===== config.mk =====
export PLATFORM = sky130hd
export DESIGN_NAME = stap_top
export DESIGN_NICKNAME = d
export VERILOG_FILES = /design/src/shared/stap_pkg.sv /design/src/shared/stap_link_if.sv /design/src/design/stap_top.sv /design/src/design/stap_pin_sync.sv /design/src/design/stap_tap_fsm.sv
export SDC_FILE = /design/constraint.sdc
export NUM_CORES = 1
export LEC_CHECK = 0
export BUFFER_PORTS_ARGS = -buffer_cell sky130_fd_sc_hd__buf_2
export CAP_MARGIN = 20
export CORE_MARGIN = 1.5
export CORE_UTILIZATION = 33
export CTS_CLUSTER_SIZE = 12
export DETAILED_ROUTE_END_ITERATION = 10
export MAX_ROUTING_LAYER = met4
export PLACE_DENSITY_LB_ADDON = 0.08
export SYNTH_ARGS = -nofsm -noshare
export SYNTH_HDL_FRONTEND = slang
export SYNTH_SLANG_ARGS = --single-unit

===== constraint.sdc =====
create_clock -name core_clk -period 2.1 [get_ports core_clk]
set_clock_uncertainty 0.2 [all_clocks]
set_input_delay 0.105 -clock core_clk [delete_from_list [all_inputs] [get_ports core_clk]]
set_output_delay 0.105 -clock core_clk [all_outputs]
set_load 0.1 [all_outputs]

===== src/shared/stap_pkg.sv =====
// Function
// Behave as a standard boundary-scan access port
// Sample all test inputs on rising clock
// Change serial output only on falling clock
// Mode select level steers controller each edge
// Undriven mode select reads as one
// Undriven serial input shifts in ones
// State and instruction choose the scan register
// Input feeds register head, tail drives output
// Drive serial output only in shift states
// Five high mode selects force test reset
// No separate asynchronous test reset input
// Controller resets itself at power-up
// Port idle and harmless until clocked
// Instruction register holds three-bit codes
// Reset loads identification instruction as default
// Instruction capture loads 01 into low bits
// One-bit bypass register shortens scan chain
// Leave reset on low select, sixteen-state diagram
package stap_pkg;

	// ****************************************************************
	// Widths and codes
	// ****************************************************************
	localparam int unsigned IR_WIDTH   = 3;
	localparam int unsigned ID_WIDTH   = 32;
	localparam logic [2:0]  INSTR_EXTEST   = 3'h0;
	localparam logic [2:0]  INSTR_IDCODE   = 3'h1;
	localparam logic [2:0]  INSTR_SAMPLE_Z = 3'h2;
	localparam logic [2:0]  INSTR_SAMPLE   = 3'h4;
	localparam logic [2:0]  INSTR_BYPASS   = 3'h7;
	localparam logic [1:0]  IR_CAPTURE     = 2'h1;
	localparam logic        IR_CAPTURE_TOP = 1'h0;

	// ****************************************************************
	// Values after reset and counts
	// ****************************************************************
	localparam logic [2:0]  IR_RESET       = INSTR_IDCODE;
	localparam logic [2:0]  SYNC_RESET     = 3'h7;
	localparam logic [2:0]  TLR_ONES       = 3'h5;
	localparam logic        TDO_RESET      = 1'h0;
	localparam logic        BYPASS_CAPTURE = 1'h0;

	// ****************************************************************
	// Controller states, one-hot
	// ****************************************************************
	typedef enum logic [15:0] {
		st_reset    = 16'h0001,
		st_idle     = 16'h0002,
		st_sel_dr   = 16'h0004,
		st_cap_dr   = 16'h0008,
		st_shift_dr = 16'h0010,
		st_exit1_dr = 16'h0020,
		st_pause_dr = 16'h0040,
		st_exit2_dr = 16'h0080,
		st_upd_dr   = 16'h0100,
		st_sel_ir   = 16'h0200,
		st_cap_ir   = 16'h0400,
		st_shift_ir = 16'h0800,
		st_exit1_ir = 16'h1000,
		st_pause_ir = 16'h2000,
		st_exit2_ir = 16'h4000,
		st_upd_ir   = 16'h8000
	} stap_state_type;

	// Register placed between serial input and output
	typedef enum logic [2:0] {
		path_ir     = 3'h1,
		path_bypass = 3'h2,
		path_id     = 3'h4
	} stap_path_type;

endpackage : stap_pkg


===== src/shared/stap_link_if.sv =====
`timescale 1ns/100ps
interface stap_link_if;
	logic                    tck_rise;
	logic                    tck_fall;
	logic                    tms;
	logic                    tdi;
	stap_pkg::stap_state_type state;

	modport sync_mp (output tck_rise, output tck_fall, output tms, output tdi);
	modport fsm_mp  (input tck_rise, input tms, output state);
	modport core_mp (input tck_rise, input tck_fall, input tms, input tdi, input state);
endinterface : stap_link_if


===== src/design/stap_top.sv =====
`timescale 1ns/100ps
module stap_top #(
	parameter logic [31:0] ID_VALUE = 32'h0000_0a5b  // Arbitrary identity value
) (
	// Clock and power-up reset
	input  wire logic        core_clk,
	input  wire logic        nrst,
	// Test clock pin
	input  wire logic        tck,
	input  wire logic        tck_driven,
	// Mode select pin
	input  wire logic        tms,
	input  wire logic        tms_driven,
	// Serial data in pin
	input  wire logic        tdi,
	input  wire logic        tdi_driven,
	// Serial data out pin
	output logic             tdo,
	output logic             tdo_oe,
	// Instruction now in force
	output logic [stap_pkg::IR_WIDTH-1:0] active_instr
);
	import stap_pkg::*;

	// ****************************************************************
	// Pin sampling and controller
	// ****************************************************************
	stap_link_if link ();

	stap_pin_sync u_sync (
		.core_clk   (core_clk),
		.nrst       (nrst),
		.tck        (tck),
		.tck_driven (tck_driven),
		.tms        (tms),
		.tms_driven (tms_driven),
		.tdi        (tdi),
		.tdi_driven (tdi_driven),
		.link       (link)
	);

	stap_tap_fsm u_fsm (
		.core_clk (core_clk),
		.nrst     (nrst),
		.link     (link)
	);

	// ****************************************************************
	// Path decoding
	// ****************************************************************

	// True in any state of the instruction column
	function automatic logic in_ir_column(input stap_state_type st);
		in_ir_column = (st == st_sel_ir) || (st == st_cap_ir) || (st == st_shift_ir)
		            || (st == st_exit1_ir) || (st == st_pause_ir)
		            || (st == st_exit2_ir) || (st == st_upd_ir);
	endfunction : in_ir_column

	// State plus instruction name the register between the pins
	function automatic stap_path_type scan_path(input stap_state_type st,
	                                             input logic [IR_WIDTH-1:0] instr);
		if (in_ir_column(st)) begin
			scan_path = path_ir;
		end else if (instr == INSTR_IDCODE) begin
			scan_path = path_id;
		end else begin
			scan_path = path_bypass;
		end
	endfunction : scan_path

	logic [IR_WIDTH-1:0] ir_shift;
	logic [IR_WIDTH-1:0] ir;
	logic                bypass;
	logic [ID_WIDTH-1:0] id_shift;
	stap_path_type       path;
	logic                do_rise;
	logic                do_fall;
	logic                in_shift;
	logic                next_tdo;

	// Decoded strobes, all on one core clock
	assign path     = scan_path(link.state, ir);
	assign do_rise  = link.tck_rise;
	assign do_fall  = link.tck_fall;
	assign in_shift = (link.state == st_shift_dr) || (link.state == st_shift_ir);

	// ****************************************************************
	// Instruction register
	// ****************************************************************

	// Shift stage: capture 01 low, shift toward the output end
	always_ff @(posedge core_clk or negedge nrst) begin
		if (!nrst) begin
			ir_shift <= IR_RESET;
		end else if (do_rise && link.state == st_cap_ir) begin
			ir_shift <= {IR_CAPTURE_TOP, IR_CAPTURE};
		end else if (do_rise && link.state == st_shift_ir) begin
			ir_shift <= {link.tdi, ir_shift[IR_WIDTH-1:1]};
		end
	end

	// Held instruction; takes effect only on update, so a half
	// shifted code never steers the data path
	always_ff @(posedge core_clk or negedge nrst) begin
		if (!nrst) begin
			ir <= IR_RESET;
		end else if (link.state == st_reset) begin
			ir <= IR_RESET;
		end else if (do_fall && link.state == st_upd_ir) begin
			ir <= ir_shift;
		end
	end

	assign active_instr = ir;

	// ****************************************************************
	// Data registers
	// ****************************************************************

	// One-bit bypass: clears on capture, one stage of delay
	always_ff @(posedge core_clk or negedge nrst) begin
		if (!nrst) begin
			bypass <= BYPASS_CAPTURE;
		end else if (do_rise && link.state == st_cap_dr && path == path_bypass) begin
			bypass <= BYPASS_CAPTURE;
		end else if (do_rise && link.state == st_shift_dr && path == path_bypass) begin
			bypass <= link.tdi;
		end
	end

	// Identity register: loads the fixed code, bit 0 leaves first
	always_ff @(posedge core_clk or negedge nrst) begin
		if (!nrst) begin
			id_shift <= '0;
		end else if (do_rise && link.state == st_cap_dr && path == path_id) begin
			id_shift <= ID_VALUE;
		end else if (do_rise && link.state == st_shift_dr && path == path_id) begin
			id_shift <= {link.tdi, id_shift[ID_WIDTH-1:1]};
		end
	end

	// ****************************************************************
	// Serial output
	// ****************************************************************

	// Output end of the chosen register
	always_comb begin
		next_tdo = TDO_RESET;
		unique case (path)
			path_ir:     next_tdo = ir_shift[0];
			path_id:     next_tdo = id_shift[0];
			path_bypass: next_tdo = bypass;
		endcase
	end

	// Pin and its enable move on the falling edge only; the enable
	// stays low from power-up until the clock walks into a shift state
	always_ff @(posedge core_clk or negedge nrst) begin
		if (!nrst) begin
			tdo    <= TDO_RESET;
			tdo_oe <= 1'h0;
		end else if (do_fall) begin
			tdo    <= in_shift ? next_tdo : TDO_RESET;
			tdo_oe <= in_shift;
		end
	end
endmodule : stap_top


===== src/design/stap_pin_sync.sv =====
`timescale 1ns/100ps
module stap_pin_sync (
	// Clock and reset
	input  wire logic        core_clk,
	input  wire logic        nrst,
	// Test pins with their drive flags
	input  wire logic        tck,
	input  wire logic        tck_driven,
	input  wire logic        tms,
	input  wire logic        tms_driven,
	input  wire logic        tdi,
	input  wire logic        tdi_driven,
	// Sampled view
	stap_link_if.sync_mp     link
);
	import stap_pkg::*;

	logic [2:0] pad_lvl;
	logic [2:0] sync1;
	logic [2:0] sync2;
	logic       tck_prev;

	// Pull-ups: a floating pin reads high
	assign pad_lvl = {tck_driven ? tck : 1'h1,
	                  tms_driven ? tms : 1'h1,
	                  tdi_driven ? tdi : 1'h1};

	// Two flops before anything reads the pins
	always_ff @(posedge core_clk or negedge nrst) begin
		if (!nrst) begin
			sync1 <= SYNC_RESET;
			sync2 <= SYNC_RESET;
		end else begin
			sync1 <= pad_lvl;
			sync2 <= sync1;
		end
	end

	// Edge finder on the settled clock; resets high so no false rising edge
	always_ff @(posedge core_clk or negedge nrst) begin
		if (!nrst) begin
			tck_prev <= SYNC_RESET[2];
		end else begin
			tck_prev <= sync2[2];
		end
	end

	assign link.tck_rise = sync2[2] & ~tck_prev;
	assign link.tck_fall = ~sync2[2] & tck_prev;
	assign link.tms      = sync2[1];
	assign link.tdi      = sync2[0];
endmodule : stap_pin_sync


===== src/design/stap_tap_fsm.sv =====
`timescale 1ns/100ps
module stap_tap_fsm (
	// Clock and reset
	input  wire logic        core_clk,
	input  wire logic        nrst,
	// Sampled pins in, state out
	stap_link_if.fsm_mp      link
);
	import stap_pkg::*;

	stap_state_type state;
	logic [2:0]     ones_cnt;

	// Sixteen-state diagram, steered only by the select level
	function automatic stap_state_type next_state(input stap_state_type st, input logic sel);
		unique case (st)
			st_reset:    next_state = sel ? st_reset    : st_idle;
			st_idle:     next_state = sel ? st_sel_dr   : st_idle;
			st_sel_dr:   next_state = sel ? st_sel_ir   : st_cap_dr;
			st_cap_dr:   next_state = sel ? st_exit1_dr : st_shift_dr;
			st_shift_dr: next_state = sel ? st_exit1_dr : st_shift_dr;
			st_exit1_dr: next_state = sel ? st_upd_dr   : st_pause_dr;
			st_pause_dr: next_state = sel ? st_exit2_dr : st_pause_dr;
			st_exit2_dr: next_state = sel ? st_upd_dr   : st_shift_dr;
			st_upd_dr:   next_state = sel ? st_sel_dr   : st_idle;
			st_sel_ir:   next_state = sel ? st_reset    : st_cap_ir;
			st_cap_ir:   next_state = sel ? st_exit1_ir : st_shift_ir;
			st_shift_ir: next_state = sel ? st_exit1_ir : st_shift_ir;
			st_exit1_ir: next_state = sel ? st_upd_ir   : st_pause_ir;
			st_pause_ir: next_state = sel ? st_exit2_ir : st_pause_ir;
			st_exit2_ir: next_state = sel ? st_upd_ir   : st_shift_ir;
			st_upd_ir:   next_state = sel ? st_sel_dr   : st_idle;
			default:     next_state = st_reset;
		endcase
	endfunction : next_state

	// Power-up reset is the only asynchronous path; no test reset pin
	always_ff @(posedge core_clk or negedge nrst) begin
		if (!nrst) begin
			state <= st_reset;
		end else if (link.tck_rise) begin
			state <= next_state(state, link.tms);
		end
	end

	assign link.state = state;

	// Helper: run of high selects seen on rising edges
	always_ff @(posedge core_clk or negedge nrst) begin
		if (!nrst) begin
			ones_cnt <= 3'h0;
		end else if (link.tck_rise) begin
			ones_cnt <= !link.tms ? 3'h0 : (ones_cnt == TLR_ONES) ? ones_cnt : ones_cnt + 3'h1;
		end
	end
endmodule : stap_tap_fsm


==> impl_metrics.json <==
{
  "setup_viol": 9,
  "ys_seq_area_frac": 0.5289,
  "syn_nets": 336,
  "drt_iter0_drc": 119,
  "grt_overflow_total": 0,
  "synth_ff_type": "dfrtp_1",
  "antenna_cells": 0,
  "hold_viol_final": 0,
  "grt_pass1_vias": 2341,
  "slew-limit-headroom": 0.6758,
  "p_clk_frac": 0.335,
  "grt_pass1_wl_mm": 11.76,
  "fin_area_um2": 4014,
  "p_int_uw": 2058,
  "p_comb_frac": 0.209,
  "gp_congestion": 0.7816,
  "status": "finished with violations",
  "die_area_um2": 9834,
  "synthDistinctLibCells": 47,
  "clkSlewWorstSetupHoldPaths_ps": 70,
  "async_reset_ff_frac": 1.000,
  "hp-class": "in -> async",
  "seqPwrFrac": 0.456,
  "avgSynthCellArea_um2": 9.304,
  "layout-area-overhead-vs-synth_pct": 31.53,
  "clockBufferDepth": 2,
  "maxCapViolCount": 0,
  "routedWlPerCell_um": 14.83,
  "cts.sinks": 64,
  "cts_buffers": 9,
  "core_area_um2": 8848,
  "power.total_uw": 2889,
  "ys_ff_latch": 64,
  "p_sw_frac": 0.2876,
  "nets": 390,
  "grt_max_degree": 65,
  "die_w_um": 99.17,
  "dpl_cell_area_um2": 3438,
  "powerDensity_nw_per_um2": 719.8,
  "initial_core_util": 0.3449,
  "num_vias": 2517,
  "track_usage": 0.1595,
  "routed_wirelength_mm": 7.327,
  "htreeDepth": 3,
  "hpwl_mm": 4.432,
  "io_buffers": 12,
  "ant_nets": 0,
  "rsz0062_at_grt": "true",
  "row_count": 34,
  "vdd_drop_max_mv": 0.2842,
  "tightest_slew_ps": 489.6,
  "cts_root_buf": "clkbuf_8",
  "critPathLaunchType": "register",
  "drt_pre_antenna_iters": 4,
  "critPathCaptureType": "register",
  "violations": "setup timing",
  "slew_viol_final": 0,
  "vias_per_cell": 5.095,
  "route.detailed.drc": 0,
  "fmax_mhz": 469.3,
  "cts_tree": "built",
  "leakage_uw": 0.001749,
  "clk-insertion-delay-late_ps": 350,
  "final.setup.worst_slack_ps": -30.83,
  "crit_fanout": 3,
  "worstSetupPathType": "reg -> reg",
  "min_period_ps": 2131,
  "syn_inst": 328,
  "synthesis.area_um2": 3052,
  "critPathArrivalTime_ps": 2210,
  "synth_edf_count": 0,
  "ys_warn_count": 0,
  "drive_above_1_share": 0.3290,
  "worstPathRequired_ps": 2170,
  "period_share": 1.015,
  "fill_cells": 870,
  "antenna_found_initial": 0,
  "io_pins": 13,
  "die_height_um": 99.17,
  "p_switching_uw": 830.8
}
[area by class of cell]
cell class	instances	area [µm²]	area share
inverters	4	15.01	0.003741
repair buffers	65	576.8	0.1437
flip-flops and latches	64	1623	0.4043
well taps	108	135.1	0.03367
clock inverters	3	18.77	0.004676
multi-input cells	238	1490	0.3713
clock buffers	12	155.1	0.03865
[state kept, by name (all words and copies together), names as in the netlist, 3 cells and up]
| name | flops |
|---|---|
| ir_shift | 3 |
| u_sync.sync2 | 3 |
| u_fsm.link.state | 16 |
| id_shift | 32 |
| active_instr | 3 |
| u_sync.sync1 | 3 |
[cells in the mapped netlist, drive strengths merged (2+ instances only)]
library cell | instances | share of area
xor2 | 6 | 0.017
and3 | 3 | 0.0066
nand2b | 7 | 0.014
o31ai | 6 | 0.015
inv | 4 | 0.0049
nor4 | 9 | 0.038
nand2 | 87 | 0.11
a22o | 4 | 0.012
nor2 | 20 | 0.025
clkbuf | 14 | 0.017
dfrtp | 54 | 0.44
xnor2 | 3 | 0.0086
o21ai | 43 | 0.071
nand4 | 6 | 0.014
dfstp | 10 | 0.086
nor3 | 6 | 0.0098
o41ai | 4 | 0.011
nor4b | 2 | 0.0078
or3 | 3 | 0.0078
o211ai | 2 | 0.0049
nand3 | 7 | 0.011
buf | 8 | 0.015
a21o | 2 | 0.0049
o2111ai | 2 | 0.0057
a21oi | 3 | 0.0049
[worst paths after layout]
| kind | from | end | slack, ps | cells after the start |
|---|---|---|---|---|
| min in group core_clk | u_sync.sync1[0] | u_sync.sync2[0] | 160 | 0 |
| setup reg to reg | u_fsm.link.state[8] | u_fsm.link.state[0] | -30 | 6 |
| hold / removal | nrst | u_fsm.link.state[13] | 80 | 3 |
| setup / recovery | u_fsm.link.state[8] | u_fsm.link.state[0] | -30 | 6 |
| hold reg to reg | u_sync.sync1[0] | u_sync.sync2[0] | 160 | 0 |
| max in group asynchronous | nrst | u_sync.sync1[2] | 1260 | 3 |
[per-stage QoR]
step	setup slack [ps]	util	hold WS [ps]	cells	TNS (ps)
6_report	-30.83	0.4536	82.96	494	-76.62
5_1_grt	-98.77	0.4536	142.4	494	-2482
4_1_cts	2.350	0.4219	104.8	485	0
3_5_place_dp	-72.92	0.3886	-50.39	458	-134.1
3_3_place_gp	-57.36	0.3886	-51.20	458	-114.1
2_1_floorplan	-68.68	-	-390.6	328	-117.2
[power by group through the flow]
stage,Sequential [µW],Combinational [µW],Clock [µW]
2_1_floorplan,1330,263,0
3_3_place_gp,1340,480,0
3_5_place_dp,1340,479,0
4_1_cts,1320,528,1000
5_1_grt,1320,654,1060
6_report,1320,602,969
[cell families after synthesis]
logic type | synth area share
and+or+nand+nor | 0.2591
AOI/OAI and AO/OA | 0.1423
DFF | 0.5289
buffers and inverters | 0.03690
xor gates and xnor gates | 0.02583
muxes | 0.006970
[worst max-delay path, stage by stage (launching register included)]
cell and delay, ps:
dfrtp_2 440, nor4_4 370, buf_4 190, nand3_1 110, or4_4 520, nand4_1 120
o211ai_1 100
[cell usage in the layout, fill, tap and decap left out, types with 4 or more instances in the layout]
cell type	count
dfstp_2	9
dlygate4sd3_1	7
nand2_2	8
xor2_1	6
nand3_1	7
nor2_1	19
buf_4	37
o41ai_1	4
nand2b_1	7
nand4_1	5
inv_1	4
nand2_1	76
clkbuf_8	11
o21ai_0	19
o21ai_2	6
o31ai_1	5
buf_2	12
dfrtp_2	4
nor3_1	5
dfrtp_1	50
o21ai_1	18
nor4_4	5
[layer usage]
layer / vias up / GRT usage / share of wire
met2: 39 / 0.2207 / 0.46
met5: - / - / 0
met3: 14 / 0.03022 / 0.029
met4: 0 / 0.08451 / 0.017
li1: 1244 / - / -
met1: 1220 / 0.2218 / 0.50
[what timing repair did]
item / CTS / global route
hold buffers: 7 / 0
gates cloned: 0 / 4
gates resized for setup: 3 / 60
setup buffers: 5 / 5
hold endpoints to repair: 67 / 0
pin swaps: 3 / 9
setup endpoints to repair: 3 / 44
Note: power is estimated with default switching activity, not from simulation.
